<file path="src/hw/dmc_pkg.sv">
// package for the dma channel event-flag and start-address block
//==========================================================================
//==========================================================================
`default_nettype none
package dmc_pkg;

  //========================================================================
  // register byte offsets
  localparam logic [7:0] OFS_EVENT  = 8'h00; // flags and enables
  localparam logic [7:0] OFS_SSA    = 8'h10; // source start address
  localparam logic [7:0] OFS_DSA    = 8'h20; // destination start address
  localparam logic [7:0] OFS_SSIZ   = 8'h30; // source size
  localparam logic [7:0] OFS_DSIZ   = 8'h40; // destination size
  localparam logic [7:0] OFS_CSIZ   = 8'h50; // cell size
  localparam logic [7:0] OFS_CTRL   = 8'h60; // pattern mode and abort setup
  localparam logic [7:0] OFS_SPTR   = 8'h70; // source pointer, read only
  localparam logic [7:0] OFS_DPTR   = 8'h80; // destination pointer, read only

  //========================================================================
  // field positions
  localparam int FLAG_LSB        = 0;  // flags in bits 7..0
  localparam int IE_LSB          = 16; // enables in bits 23..16
  localparam int BIT_SRC_DONE    = 7;
  localparam int BIT_SRC_HALF    = 6;
  localparam int BIT_DST_DONE    = 5;
  localparam int BIT_DST_HALF    = 4;
  localparam int BIT_BLOCK_DONE  = 3;
  localparam int BIT_CELL_DONE   = 2;
  localparam int BIT_ABORT       = 1;
  localparam int BIT_ADDR_ERR    = 0;
  localparam int CTRL_PAT_MODE   = 0;  // pattern detect mode
  localparam int CTRL_ABORT_EN   = 1;  // abort request enable
  localparam int CTRL_ABORT_LSB  = 8;  // abort request number 15..8

  //========================================================================
  // reset values
  localparam logic [7:0]  RST_FLAGS = 8'h00;
  localparam logic [7:0]  RST_IE    = 8'h00;
  localparam logic [31:0] RST_ADDR  = 32'h0000_0000;
  localparam logic [15:0] RST_SIZE  = 16'h0000;
  localparam logic [7:0]  RST_ANUM  = 8'hff;
  localparam logic [16:0] RST_PTR   = 17'h0_0000;

  //========================================================================
  // carriers
  typedef struct packed {
    logic [2:0] src_inc;   // source bytes moved by this beat
    logic [2:0] dst_inc;   // destination bytes moved by this beat
    logic       pat_hit;   // pattern detected on this beat
    logic       addr_err;  // source or destination address invalid
  } dmc_beat_t;

  typedef struct packed {
    logic       valid;     // an interrupt request is signalled
    logic [7:0] num;       // its request number
  } dmc_irq_req_t;

endpackage : dmc_pkg
`default_nettype wire

</file>
<file path="src/hw/dmc_channel.sv">
// dma channel event flags, start addresses, progress tracking, apb slave
`timescale 1ns/1ps
`default_nettype none
module dmc_channel (
  input  wire logic               clk,
  input  wire logic               rst_n,
  // apb slave
  input  wire logic               psel,
  input  wire logic               penable,
  input  wire logic               pwrite,
  input  wire logic [7:0]         paddr,
  input  wire logic [31:0]        pwdata,
  output logic [31:0]             prdata,
  output logic                    pready,
  output logic                    pslverr,
  // progress beats from the transfer engine
  input  wire logic               beat_valid,
  input  wire dmc_pkg::dmc_beat_t beat,
  output logic                    beat_ready,
  // requests seen by the interrupt controller
  input  wire dmc_pkg::dmc_irq_req_t irq_req,
  // outputs
  output logic                    irq,
  output logic [31:0]             src_addr,
  output logic [31:0]             dst_addr
);
  import dmc_pkg::*;

  // every flop of the block sits in one state struct, so that reset and
  // update stay in a single place; the next value is built in one
  // combinational process from the present one

  //========================================================================
  // whole module state
  typedef struct packed {
    logic [7:0]       ie;        // event enables
    logic [7:0]       flags;     // event flags
    logic [31:0]      ssa;       // source start address
    logic [31:0]      dsa;       // destination start address
    logic [15:0]      ssiz;      // source size, 0 means 65536
    logic [15:0]      dsiz;      // destination size
    logic [15:0]      csiz;      // cell size
    logic             pat_mode;  // pattern detect mode
    logic             abort_en;  // abort request enable
    logic [7:0]       abort_num; // abort request number
    logic [16:0]      sptr;      // source byte pointer
    logic [16:0]      dptr;      // destination byte pointer
    logic [16:0]      cptr;      // bytes into current cell
    logic [16:0]      bcnt;      // bytes into current block
    dmc_beat_t [1:0]  fifo;      // two-entry beat buffer
    logic             wr_idx;    // buffer write slot
    logic             rd_idx;    // buffer read slot
    logic [1:0]       count;     // entries held
    logic [31:0]      rdata;     // captured read data
    logic             irq;       // registered interrupt request
    logic [31:0]      saddr;     // current source address
    logic [31:0]      daddr;     // current destination address
  } dmc_state_t;

  // s is registered at every edge; next_s is its value for the next edge
  dmc_state_t s;       // present state
  dmc_state_t next_s;  // next state

  //========================================================================
  // helpers
  // a beat may move up to seven bytes, so plain equality would miss a
  // threshold that falls inside one beat; testing the step across it
  // raises the event exactly once
  // true when a counter steps from below a threshold to at or above it
  function automatic logic crossed(input logic [16:0] old_v,
                                   input logic [16:0] new_v,
                                   input logic [16:0] thr);
    crossed = (old_v < thr) && (new_v >= thr);
  endfunction : crossed

  // a 16-bit size field cannot hold 65536, so bit 16 comes from zero
  // zero size stands for the full 65536 bytes
  function automatic logic [16:0] eff_size(input logic [15:0] sz);
    eff_size = {(sz == 16'h0000), sz};
  endfunction : eff_size

  // address decode
  // the full 8-bit offset must match, so aliases stay unmapped
  function automatic logic mapped(input logic [7:0] a);
    case (a)
      OFS_EVENT, OFS_SSA, OFS_DSA, OFS_SSIZ, OFS_DSIZ,
      OFS_CSIZ, OFS_CTRL, OFS_SPTR, OFS_DPTR: mapped = 1'b1;
      default:                                mapped = 1'b0;
    endcase
  endfunction : mapped

  //========================================================================
  // combinational signals
  // intermediate values, all rebuilt every cycle
  logic             push;       // beat accepted into buffer
  logic             pop;        // beat drained from buffer
  logic             wr_acc;     // apb write in access phase
  logic [7:0]       set_ev;     // events raised this cycle
  dmc_beat_t        hd;         // beat at buffer head
  logic [16:0]      ssz;        // effective source size
  logic [16:0]      dsz;        // effective destination size
  logic [16:0]      csz;        // effective cell size
  logic [16:0]      bsz;        // effective block size
  logic [2:0]       binc;       // bytes counted toward block
  logic [16:0]      sp_new;     // stepped source pointer
  logic [16:0]      dp_new;     // stepped destination pointer
  logic [16:0]      cp_new;     // stepped cell counter
  logic [16:0]      bc_new;     // stepped block counter
  logic [31:0]      rmux;       // read data selected by address

  //========================================================================
  // next-state logic
  // order matters below: beats first, then the abort that overrides the
  // pointers, then software writes, and last the event merge so that a
  // flag raised in the clearing cycle is never lost
  always_comb begin
    next_s  = s;
    set_ev  = 8'h00;
    // buffer handshakes; draining pauses while software accesses the block
    beat_ready = (s.count != 2'd2);
    push    = beat_valid && beat_ready;
    pop     = (s.count != 2'd0) && !psel;
    wr_acc  = psel && penable && pwrite;
    hd      = s.fifo[s.rd_idx];
    ssz     = eff_size(s.ssiz);
    dsz     = eff_size(s.dsiz);
    csz     = eff_size(s.csiz);
    bsz     = (ssz > dsz) ? ssz : dsz;
    binc    = (hd.src_inc > hd.dst_inc) ? hd.src_inc : hd.dst_inc;
    sp_new  = s.sptr + {14'h0000, hd.src_inc};
    dp_new  = s.dptr + {14'h0000, hd.dst_inc};
    cp_new  = s.cptr + {14'h0000, binc};
    bc_new  = s.bcnt + {14'h0000, binc};

    // a full buffer drops beat_ready, so the engine holds its offer
    // fill the buffer
    if (push) begin
      next_s.fifo[s.wr_idx] = beat;
      next_s.wr_idx         = ~s.wr_idx;
    end

    // apply a drained beat to the progress counters
    if (pop) begin
      next_s.rd_idx = ~s.rd_idx;
      next_s.sptr   = sp_new;
      next_s.dptr   = dp_new;
      next_s.cptr   = cp_new;
      next_s.bcnt   = bc_new;
      // thresholds are tested against the pre-beat value, so one beat
      // can raise both the midpoint and the end event
      // source midpoint and end
      if (crossed(s.sptr, sp_new, ssz >> 1)) begin
        set_ev[BIT_SRC_HALF] = 1'b1;
      end
      if (crossed(s.sptr, sp_new, ssz)) begin
        set_ev[BIT_SRC_DONE] = 1'b1;
        next_s.sptr          = RST_PTR;
      end
      // destination midpoint and end
      if (crossed(s.dptr, dp_new, dsz >> 1)) begin
        set_ev[BIT_DST_HALF] = 1'b1;
      end
      if (crossed(s.dptr, dp_new, dsz)) begin
        set_ev[BIT_DST_DONE] = 1'b1;
        next_s.dptr          = RST_PTR;
      end
      // cell boundary
      if (crossed(s.cptr, cp_new, csz)) begin
        set_ev[BIT_CELL_DONE] = 1'b1;
        next_s.cptr           = RST_PTR;
      end
      // the block test comes after the single-pointer tests, so its wrap
      // of all pointers takes precedence over theirs
      // whole block moved: start over
      if (crossed(s.bcnt, bc_new, bsz)) begin
        set_ev[BIT_BLOCK_DONE] = 1'b1;
        next_s.bcnt            = RST_PTR;
        next_s.sptr            = RST_PTR;
        next_s.dptr            = RST_PTR;
        next_s.cptr            = RST_PTR;
      end
      // pattern match ends the block too
      if (hd.pat_hit) begin
        set_ev[BIT_BLOCK_DONE] = 1'b1;
        if (s.pat_mode) begin
          next_s.sptr = RST_PTR;
        end
      end
      // bad source or destination address
      if (hd.addr_err) begin
        set_ev[BIT_ADDR_ERR] = 1'b1;
      end
    end

    // buffer occupancy
    // push and pop in one cycle leave the count unchanged
    case ({push, pop})
      2'b10:   next_s.count = s.count + 2'd1;
      2'b01:   next_s.count = s.count - 2'd1;
      default: next_s.count = s.count;
    endcase

    // abort request from the interrupt controller
    // it clears progress even if a beat drained in the same cycle
    if (irq_req.valid && s.abort_en && (irq_req.num == s.abort_num)) begin
      set_ev[BIT_ABORT] = 1'b1;
      next_s.sptr       = RST_PTR;
      next_s.dptr       = RST_PTR;
      next_s.cptr       = RST_PTR;
      next_s.bcnt       = RST_PTR;
    end

    // writes land at the access edge; unmapped offsets and the pointer
    // offsets are read only here, so neither stores anything
    // software writes
    if (wr_acc) begin
      case (paddr)
        OFS_EVENT: begin
          next_s.ie    = pwdata[IE_LSB +: 8];
          next_s.flags = pwdata[FLAG_LSB +: 8];
        end
        OFS_SSA:  next_s.ssa  = pwdata;
        OFS_DSA:  next_s.dsa  = pwdata;
        OFS_SSIZ: next_s.ssiz = pwdata[15:0];
        OFS_DSIZ: next_s.dsiz = pwdata[15:0];
        OFS_CSIZ: next_s.csiz = pwdata[15:0];
        OFS_CTRL: begin
          next_s.pat_mode  = pwdata[CTRL_PAT_MODE];
          next_s.abort_en  = pwdata[CTRL_ABORT_EN];
          next_s.abort_num = pwdata[CTRL_ABORT_LSB +: 8];
        end
        default: begin
          // unmapped or read-only: nothing stored
        end
      endcase
    end

    // a flag raised in the clearing cycle survives the clear
    next_s.flags = next_s.flags | set_ev;

    // the mux looks at the present state, so a value written in one
    // transfer is seen by a read whose setup follows it
    // read mux, unused bytes read zero
    case (paddr)
      OFS_EVENT: rmux = {8'h00, s.ie, 8'h00, s.flags};
      OFS_SSA:   rmux = s.ssa;
      OFS_DSA:   rmux = s.dsa;
      OFS_SSIZ:  rmux = {16'h0000, s.ssiz};
      OFS_DSIZ:  rmux = {16'h0000, s.dsiz};
      OFS_CSIZ:  rmux = {16'h0000, s.csiz};
      OFS_CTRL:  rmux = {16'h0000, s.abort_num, 6'h00,
                         s.abort_en, s.pat_mode};
      OFS_SPTR:  rmux = {16'h0000, s.sptr[15:0]};
      OFS_DPTR:  rmux = {16'h0000, s.dptr[15:0]};
      default:   rmux = 32'h0000_0000;
    endcase
    // capture read data in the setup cycle
    if (psel && !penable && !pwrite) begin
      next_s.rdata = rmux;
    end

    // these follow the next state, so they change at the same edge as
    // the flag, enable or pointer behind them
    // interrupt request and current buffer addresses
    next_s.irq   = |(next_s.flags & next_s.ie);
    next_s.saddr = next_s.ssa + {15'h0000, next_s.sptr};
    next_s.daddr = next_s.dsa + {15'h0000, next_s.dptr};
  end

  //========================================================================
  // state register, synchronous reset
  // the reset branch loads constants only; '0 covers the buffer, the
  // pointers and the captured read data
  always_ff @(posedge clk) begin
    if (!rst_n) begin
      s           <= '0;
      s.ie        <= RST_IE;
      s.flags     <= RST_FLAGS;
      s.ssa       <= RST_ADDR;
      s.dsa       <= RST_ADDR;
      s.ssiz      <= RST_SIZE;
      s.dsiz      <= RST_SIZE;
      s.csiz      <= RST_SIZE;
      s.abort_num <= RST_ANUM;
    end else begin
      s <= next_s;
    end
  end

  //========================================================================
  // outputs
  // no wait states: every access phase completes at once
  assign prdata   = s.rdata;
  assign pready   = 1'b1;
  assign pslverr  = psel && penable && !mapped(paddr);
  assign irq      = s.irq;
  assign src_addr = s.saddr;
  assign dst_addr = s.daddr;

endmodule : dmc_channel
`default_nettype wire

</file>
<file path="config.mk">
export PLATFORM = sky130hd
export DESIGN_NAME = dmc_channel
export DESIGN_NICKNAME = d
export VERILOG_FILES = /design/src/hw/dmc_pkg.sv /design/src/hw/dmc_channel.sv
export SDC_FILE = /design/constraint.sdc
export NUM_CORES = 1
export LEC_CHECK = 0
export BUFFER_PORTS_ARGS = -buffer_cell sky130_fd_sc_hd__buf_2
export CORE_MARGIN = 10
export CORE_UTILIZATION = 55
export CTS_BUF_LIST = sky130_fd_sc_hd__clkbuf_2 sky130_fd_sc_hd__clkbuf_4 sky130_fd_sc_hd__clkbuf_8
export CTS_CLUSTER_DIAMETER = 200
export DETAILED_ROUTE_END_ITERATION = 8
export GPL_ROUTABILITY_DRIVEN = 0
export HOLD_SLACK_MARGIN = 0.08
export PLACE_DENSITY = 0.74
export SLEW_MARGIN = 20
export SYNTH_ARGS = -nofsm -noshare
export SYNTH_HDL_FRONTEND = slang
export SYNTH_SLANG_ARGS = --single-unit
</file>
<file path="constraint.sdc">
create_clock -name clk -period 10.1 [get_ports clk]
set_input_delay 0.505 -clock clk [delete_from_list [all_inputs] [get_ports clk]]
set_output_delay 0.505 -clock clk [all_outputs]
set_load 0.01 [all_outputs]
</file>
* After elaboration in Yosys (flattened, before gate mapping) *
Cells that the tools add are included.

operators by class
  add/subtract/negate cells = 8
  order comparisons = 17
  equality and inequality tests = 12
  multiplexer cells = 37
  bitwise gates (word level) = 5
  reductions and logical operators = 33

operators with widths
  operator                                                                count
  32-bit one-hot mux with 9 select lines                                  1
  68-bit 2-to-1 mux                                                       3
  138-bit 2-to-1 mux                                                      1
  17-bit 2-to-1 mux                                                       6
  17-bit by 3-bit adder with 17-bit output                                4
  17-bit greater-or-equal comparator                                      4
  17-bit < comparator                                                     4
  32-bit by 17-bit adder with 32-bit output                               2
  16-bit 2-to-1 mux                                                       4
  32-bit 2-to-1 mux                                                       2
  16-bit zero test                                                        3
  17-bit by 16-bit greater-or-equal comparator with 1-bit output          2
  17-bit by 16-bit < comparator with 1-bit output                         2
  8-bit by 7-bit equality test with 1-bit output (second input constant)  4
  8-bit 2-to-1 mux                                                        3
  17-bit > comparator                                                     1
  16-bit bitwise mux                                                      1
  8-bit by 6-bit equality test with 1-bit output (second input constant)  2
  1-bit logical AND                                                       16
  1-bit 2-to-1 mux                                                        11
  10-bit 2-to-1 mux                                                       1
  9-bit OR reduction                                                      1
  8-bit bitwise AND                                                       1
  8-bit demux with 1-bit select                                           1
  22 further kinds                                                        32

word-level totals
  bits in registers = 323
  input bits = 63
  output and inout bits = 100
  word-level logic and storage cells = 141

* Longest topological paths before layout *
  word-level depth = 14
  mapped depth = 43
  depth with buffers taken out = 40

* Least setup slack after synthesis *
Ideal clock, no wire load.

  path type = reg-to-reg
  start point = register s[99] (netlist name)
  end point = register s, in the netlist src_addr[29]
  library setup time = 115 ps
  data arrival time = 8097 ps
  setup slack = 1889 ps
  cell stages (with the launch flop) = 43
  buffers on the path = 4
  cells stage by stage = dfxtp_1 clkbuf_1 mux2_2 ha_1 a21o_1 a21oi_1 a31oi_1 mux2_2 ha_1 inv_1 fa_1 nor2b_1 o21a_1 and3_1 and3_1 and3_1 nand3_1 xnor2_1 (+7 left out) or3_1 clkbuf_1 buf_2 nand3_2 nor4_1 a21o_1 ha_1 o21a_1 o21a_1 o2111ai_1 o211a_1 o21a_1 o31a_1 or4_1 buf_2 nor3_2 xnor2_1 and2_1

RTL lines
  what                      RTL line            text
  start: declaration        dmc_channel.sv:61   dmc_state_t s;
  start signal: assignment  dmc_channel.sv:286  s <= next_s;

==> out/summary.md <==
Excluding fillers, the count of instances in the completed layout stands at 3,293. The tools report the part of the total power dissipated in the clock network as 0.405. Measured along the y axis, the die boundary spans 222 um. The tools report the sequential-to-total area share from yosys stat as 0.288. The leading cell type in the layout, fill and taps excluded was sky130_fd_sc_hd__nand2_1. In this run the worst path has a maximum fanout of 16.

Clock-pin slew was measured on the worst setup and hold paths at 0.07 ns. The area overhead of the layout relative to synthesis works out to 6.99%. For the worst max-slew margin expressed relative to the limit, the log shows 0.223. Summing every instance area after synthesis gives 22,500 um2. The count of yosys warnings during synthesis is 0. For this design, the sink count on the clock tree is 323. The final worst hold slack was 0.111 ns; the post-synthesis sequential element count was 323.

The proportion of layout cells with a drive suffix above 1 was 0.124; the maximum level of the CTS H-tree was 2. Among cell families on the critical path, the largest total delay comes from simple AND/OR/NAND/NOR gates. The root buffer selected by CTS is sky130_fd_sc_hd__clkbuf_8. The core region is 40,100 um2. The residual antenna-violating net count after detailed routing was 0. The dominant synthesized flop cell is sky130_fd_sc_hd__dfxtp_1. The tools report the proportion of power drawn by flip-flops and latches as 0.437. The tools report the clock network latency to the later pin of the worst-skew pair as 0.68 ns. By startpoint and endpoint, the worst setup path is classified as reg2reg. The combinational share of power is 0.159, and the overall fraction of global-route tracks in use is 0.285. The clock passes through at most 3 buffers. The number of pins exceeding their max-slew limit in the final report was 0; the leakage dissipation was 11.2 nW. The tools report the initial antenna violation count as 4. Pin placement for this block handled 163 I/O pins. The post-CTS setup buffer count was 0.

The overall die width was 222 um. The average footprint of a synthesized cell is 8.30 um2, and the count of flip-flops with a built-in enable after synthesis is 0. Setup repair after global routing left no endpoint under its margin. The kind of launch point of the worst setup path was a flop. The logs give 0 for the number of endpoints failing setup at the final stage and 122 for the maximum number of pins on one net before global-route repair. The max-cap violation count was 0. Number of port buffers: 161. The tools report the post-route clock skew as 0.0383 ns. The switching share of total power was 0.299; the number of core rows was 73.

At the pin with the least slew margin, the transition time is 1.16 ns. The critical path buffer and inverter count was 1; the detailed-route DRC error count was 5. The ratio of final minimum period to clock period came out at 0.938.

The first global-routing pass estimated 114 mm of wire. The detailed router finished its first iteration with 2,588 violations. The run finished, with violations left.

Dividing total power by cell area gives a power density of 126 nW/um2. The iteration count of the initial detailed-routing pass came out at 9. Across the whole layout, storage elements account for 6470 um2. TritonCTS built the clock tree. The largest stage delay on the critical path came out at 0.62 ns. The total wire length after detailed routing is 74.4 mm, and the number of distinct library cell variants in the gate-level netlist after synthesis is 84.

The worst setup path is captured at a flop. The run gives 0 as the leftover overflow at the end of global routing. The number of CTS-inserted buffers was 53; the total half-perimeter wirelength after legalization and detailed placement was 57.0 mm.

After clock tree synthesis, the flow added hold-fix buffers numbering 0. The mean number of vias per cell came out at 6.34. The logs give 10.65 ns for the required time of the critical path and 20,900 for the detailed-route via count. The routed design could run at a clock period as short as 9.47 ns. The post-placement cell count was 3,198; the accumulated negative setup slack was 0 ns. Summed over all nets, the switching power comes to 0.908 mW. Post-layout net count: 3,056. Initial cell density of the core: 0.560. In the layout the commonest cells are sky130_fd_sc_hd__nand2_1, sky130_fd_sc_hd__dfxtp_1, sky130_fd_sc_hd__ha_1. For the internal portion of total power, the log shows 2.13 mW. Cell with the largest stage delay on the worst path: sky130_fd_sc_hd__dfxtp_1. The async set or reset register ratio after synthesis is 0. For the worst setup path, the data arrival time is 10.02 ns. The checks that failed: design-rule violations.

Die area: 49,300 um2. Number of global-route vias before repair: 19,700. The tools report the area of the multi-input gates as 14,500 um2. Cell count after synthesis: 2,706. After detailed routing, the average wire length per cell comes to 22.6 um. The number of nets in the synthesized netlist was 3,034; the maximum vdd ir drop was 72.8 uV.

Timing would allow up to 106 MHz. The total power consumption of the routed design was 3.03 mW; the number of inserted filler cells in the final layout was 3,527. The count of final hold-check violations came out at 0. The min-delay analysis places its worst path in the category in2reg.
synthesized netlist by cell type, types with 8 or more instances:
library cell | n | area share
sky130_fd_sc_hd__a211oi_1 | 16 | 0.0053
sky130_fd_sc_hd__a21boi_0 | 63 | 0.021
sky130_fd_sc_hd__a21o_1 | 87 | 0.029
sky130_fd_sc_hd__a21oi_1 | 123 | 0.027
sky130_fd_sc_hd__a221oi_1 | 11 | 0.0043
sky130_fd_sc_hd__a22o_1 | 23 | 0.0090
sky130_fd_sc_hd__a22oi_1 | 54 | 0.018
sky130_fd_sc_hd__a31oi_1 | 34 | 0.0095
sky130_fd_sc_hd__a32o_1 | 9 | 0.0040
sky130_fd_sc_hd__and2_1 | 96 | 0.027
sky130_fd_sc_hd__and3_1 | 40 | 0.011
sky130_fd_sc_hd__and4_1 | 9 | 0.0035
sky130_fd_sc_hd__buf_2 | 9 | 0.0020
sky130_fd_sc_hd__buf_4 | 97 | 0.032
sky130_fd_sc_hd__clkbuf_1 | 98 | 0.016
sky130_fd_sc_hd__dfxtp_1 | 323 | 0.29
sky130_fd_sc_hd__ha_1 | 259 | 0.14
sky130_fd_sc_hd__inv_1 | 98 | 0.016
sky130_fd_sc_hd__mux2_2 | 30 | 0.015
sky130_fd_sc_hd__mux2i_1 | 62 | 0.028
sky130_fd_sc_hd__nand2_1 | 364 | 0.061
sky130_fd_sc_hd__nand2b_1 | 16 | 0.0045
sky130_fd_sc_hd__nand3_1 | 64 | 0.014
sky130_fd_sc_hd__nand4_1 | 38 | 0.011
sky130_fd_sc_hd__nor2_1 | 110 | 0.018
sky130_fd_sc_hd__nor2b_1 | 82 | 0.023
sky130_fd_sc_hd__nor3_1 | 28 | 0.0062
sky130_fd_sc_hd__nor4_1 | 20 | 0.0056
sky130_fd_sc_hd__o211ai_1 | 15 | 0.0050
sky130_fd_sc_hd__o21a_1 | 22 | 0.0074
sky130_fd_sc_hd__o21ai_0 | 135 | 0.030
sky130_fd_sc_hd__o21bai_1 | 8 | 0.0027
sky130_fd_sc_hd__o31ai_1 | 17 | 0.0057
sky130_fd_sc_hd__or2_2 | 15 | 0.0042
sky130_fd_sc_hd__or3_1 | 21 | 0.0058
sky130_fd_sc_hd__xnor2_1 | 52 | 0.020
sky130_fd_sc_hd__xor2_1 | 45 | 0.018
power by group through the flow:
stage / logic [mW] / clock network [mW] / registers (mW)
floorplan: 0.317 / 0 / 1.34
global placement: 0.450 / 0 / 1.35
detailed placement: 0.464 / 0 / 1.35
CTS: 0.466 / 1.23 / 1.32
global route: 0.515 / 1.29 / 1.33
finish: 0.481 / 1.23 / 1.32
registers in the layout, summed over array words and instances, names as in the netlist:
register	cells
irq	1
s	194
csz	16
dst_addr	32
prdata	32
dsz	16
src_addr	32
cell families after synthesis:
family,synth area share
and+or+nand+nor,0.208
other,0.000167
muxes,0.0427
adders and majority gates,0.150
AOI/OAI and AO/OA,0.205
DFF,0.288
xor gates and xnor gates,0.0378
buffers and inverters,0.0698
final timing paths:
kind / startpoint / endpoint / slack (ns) / cells after the start
max: s[99]$_SDFFE_PN0P_ / dst_addr[28]$_SDFF_PN0_ / 0.63 / 38
min: beat[1] / s[102]$_SDFFE_PN0P_ / 0.11 / 3
max reg2reg: s[99]$_SDFFE_PN0P_ / dst_addr[28]$_SDFF_PN0_ / 0.63 / 38
min reg2reg: s[107]$_SDFFE_PN0P_ / s[107]$_SDFFE_PN0P_ / 0.47 / 2
worst register-to-register path, delay by kind of cell, from the launching register on:
family | cells | cell delay, ns
xor+xnor | 1 | 0.22
fa+ha+maj | 6 | 1.63
mux | 2 | 0.74
flops | 1 | 0.62
simple gates | 15 | 3.46
compound gates | 13 | 2.66
buf+inv | 1 | 0.05
what timing repair did:
| item | CTS | global route |
|---|---|---|
| gates resized for setup | 0 | 1 |
| setup endpoints to repair | 0 | 5 |
| hold endpoints to repair | 0 | 0 |
per-stage QoR:
step           worst slack, ns  area, um2  utilization
3_5_place_dp             0.669      22900        0.571
6_report                 0.629      24000        0.600
5_1_grt                 0.0353      24000        0.600
3_3_place_gp              1.07      22900        0.571
4_1_cts                  0.617      24000        0.599
2_1_floorplan             1.89      22500            -
per-layer routing:
metal / share of wire / GRT usage / up-vias / wire length, um
met3: 0.11 / 0.0720 / 284 / 8440
met2: 0.43 / 0.438 / 1163 / 32200
met4: 0.055 / 0.142 / 4 / 4110
met1: 0.40 / 0.362 / 9784 / 29700
met5: 0.00035 / 0 / - / 26
li1: - / - / 9647 / -
area by class of cell:
cell class,count,area share
clock inverters,13,0.00437
multi-input cells,2071,0.602
flip-flops and latches,323,0.269
well taps,525,0.0273
repair buffers,181,0.0400
diodes,2,0.000208
inverters,98,0.0153
clock buffers,80,0.0419
No activity file was read; power rests on OpenSTA's default activity.
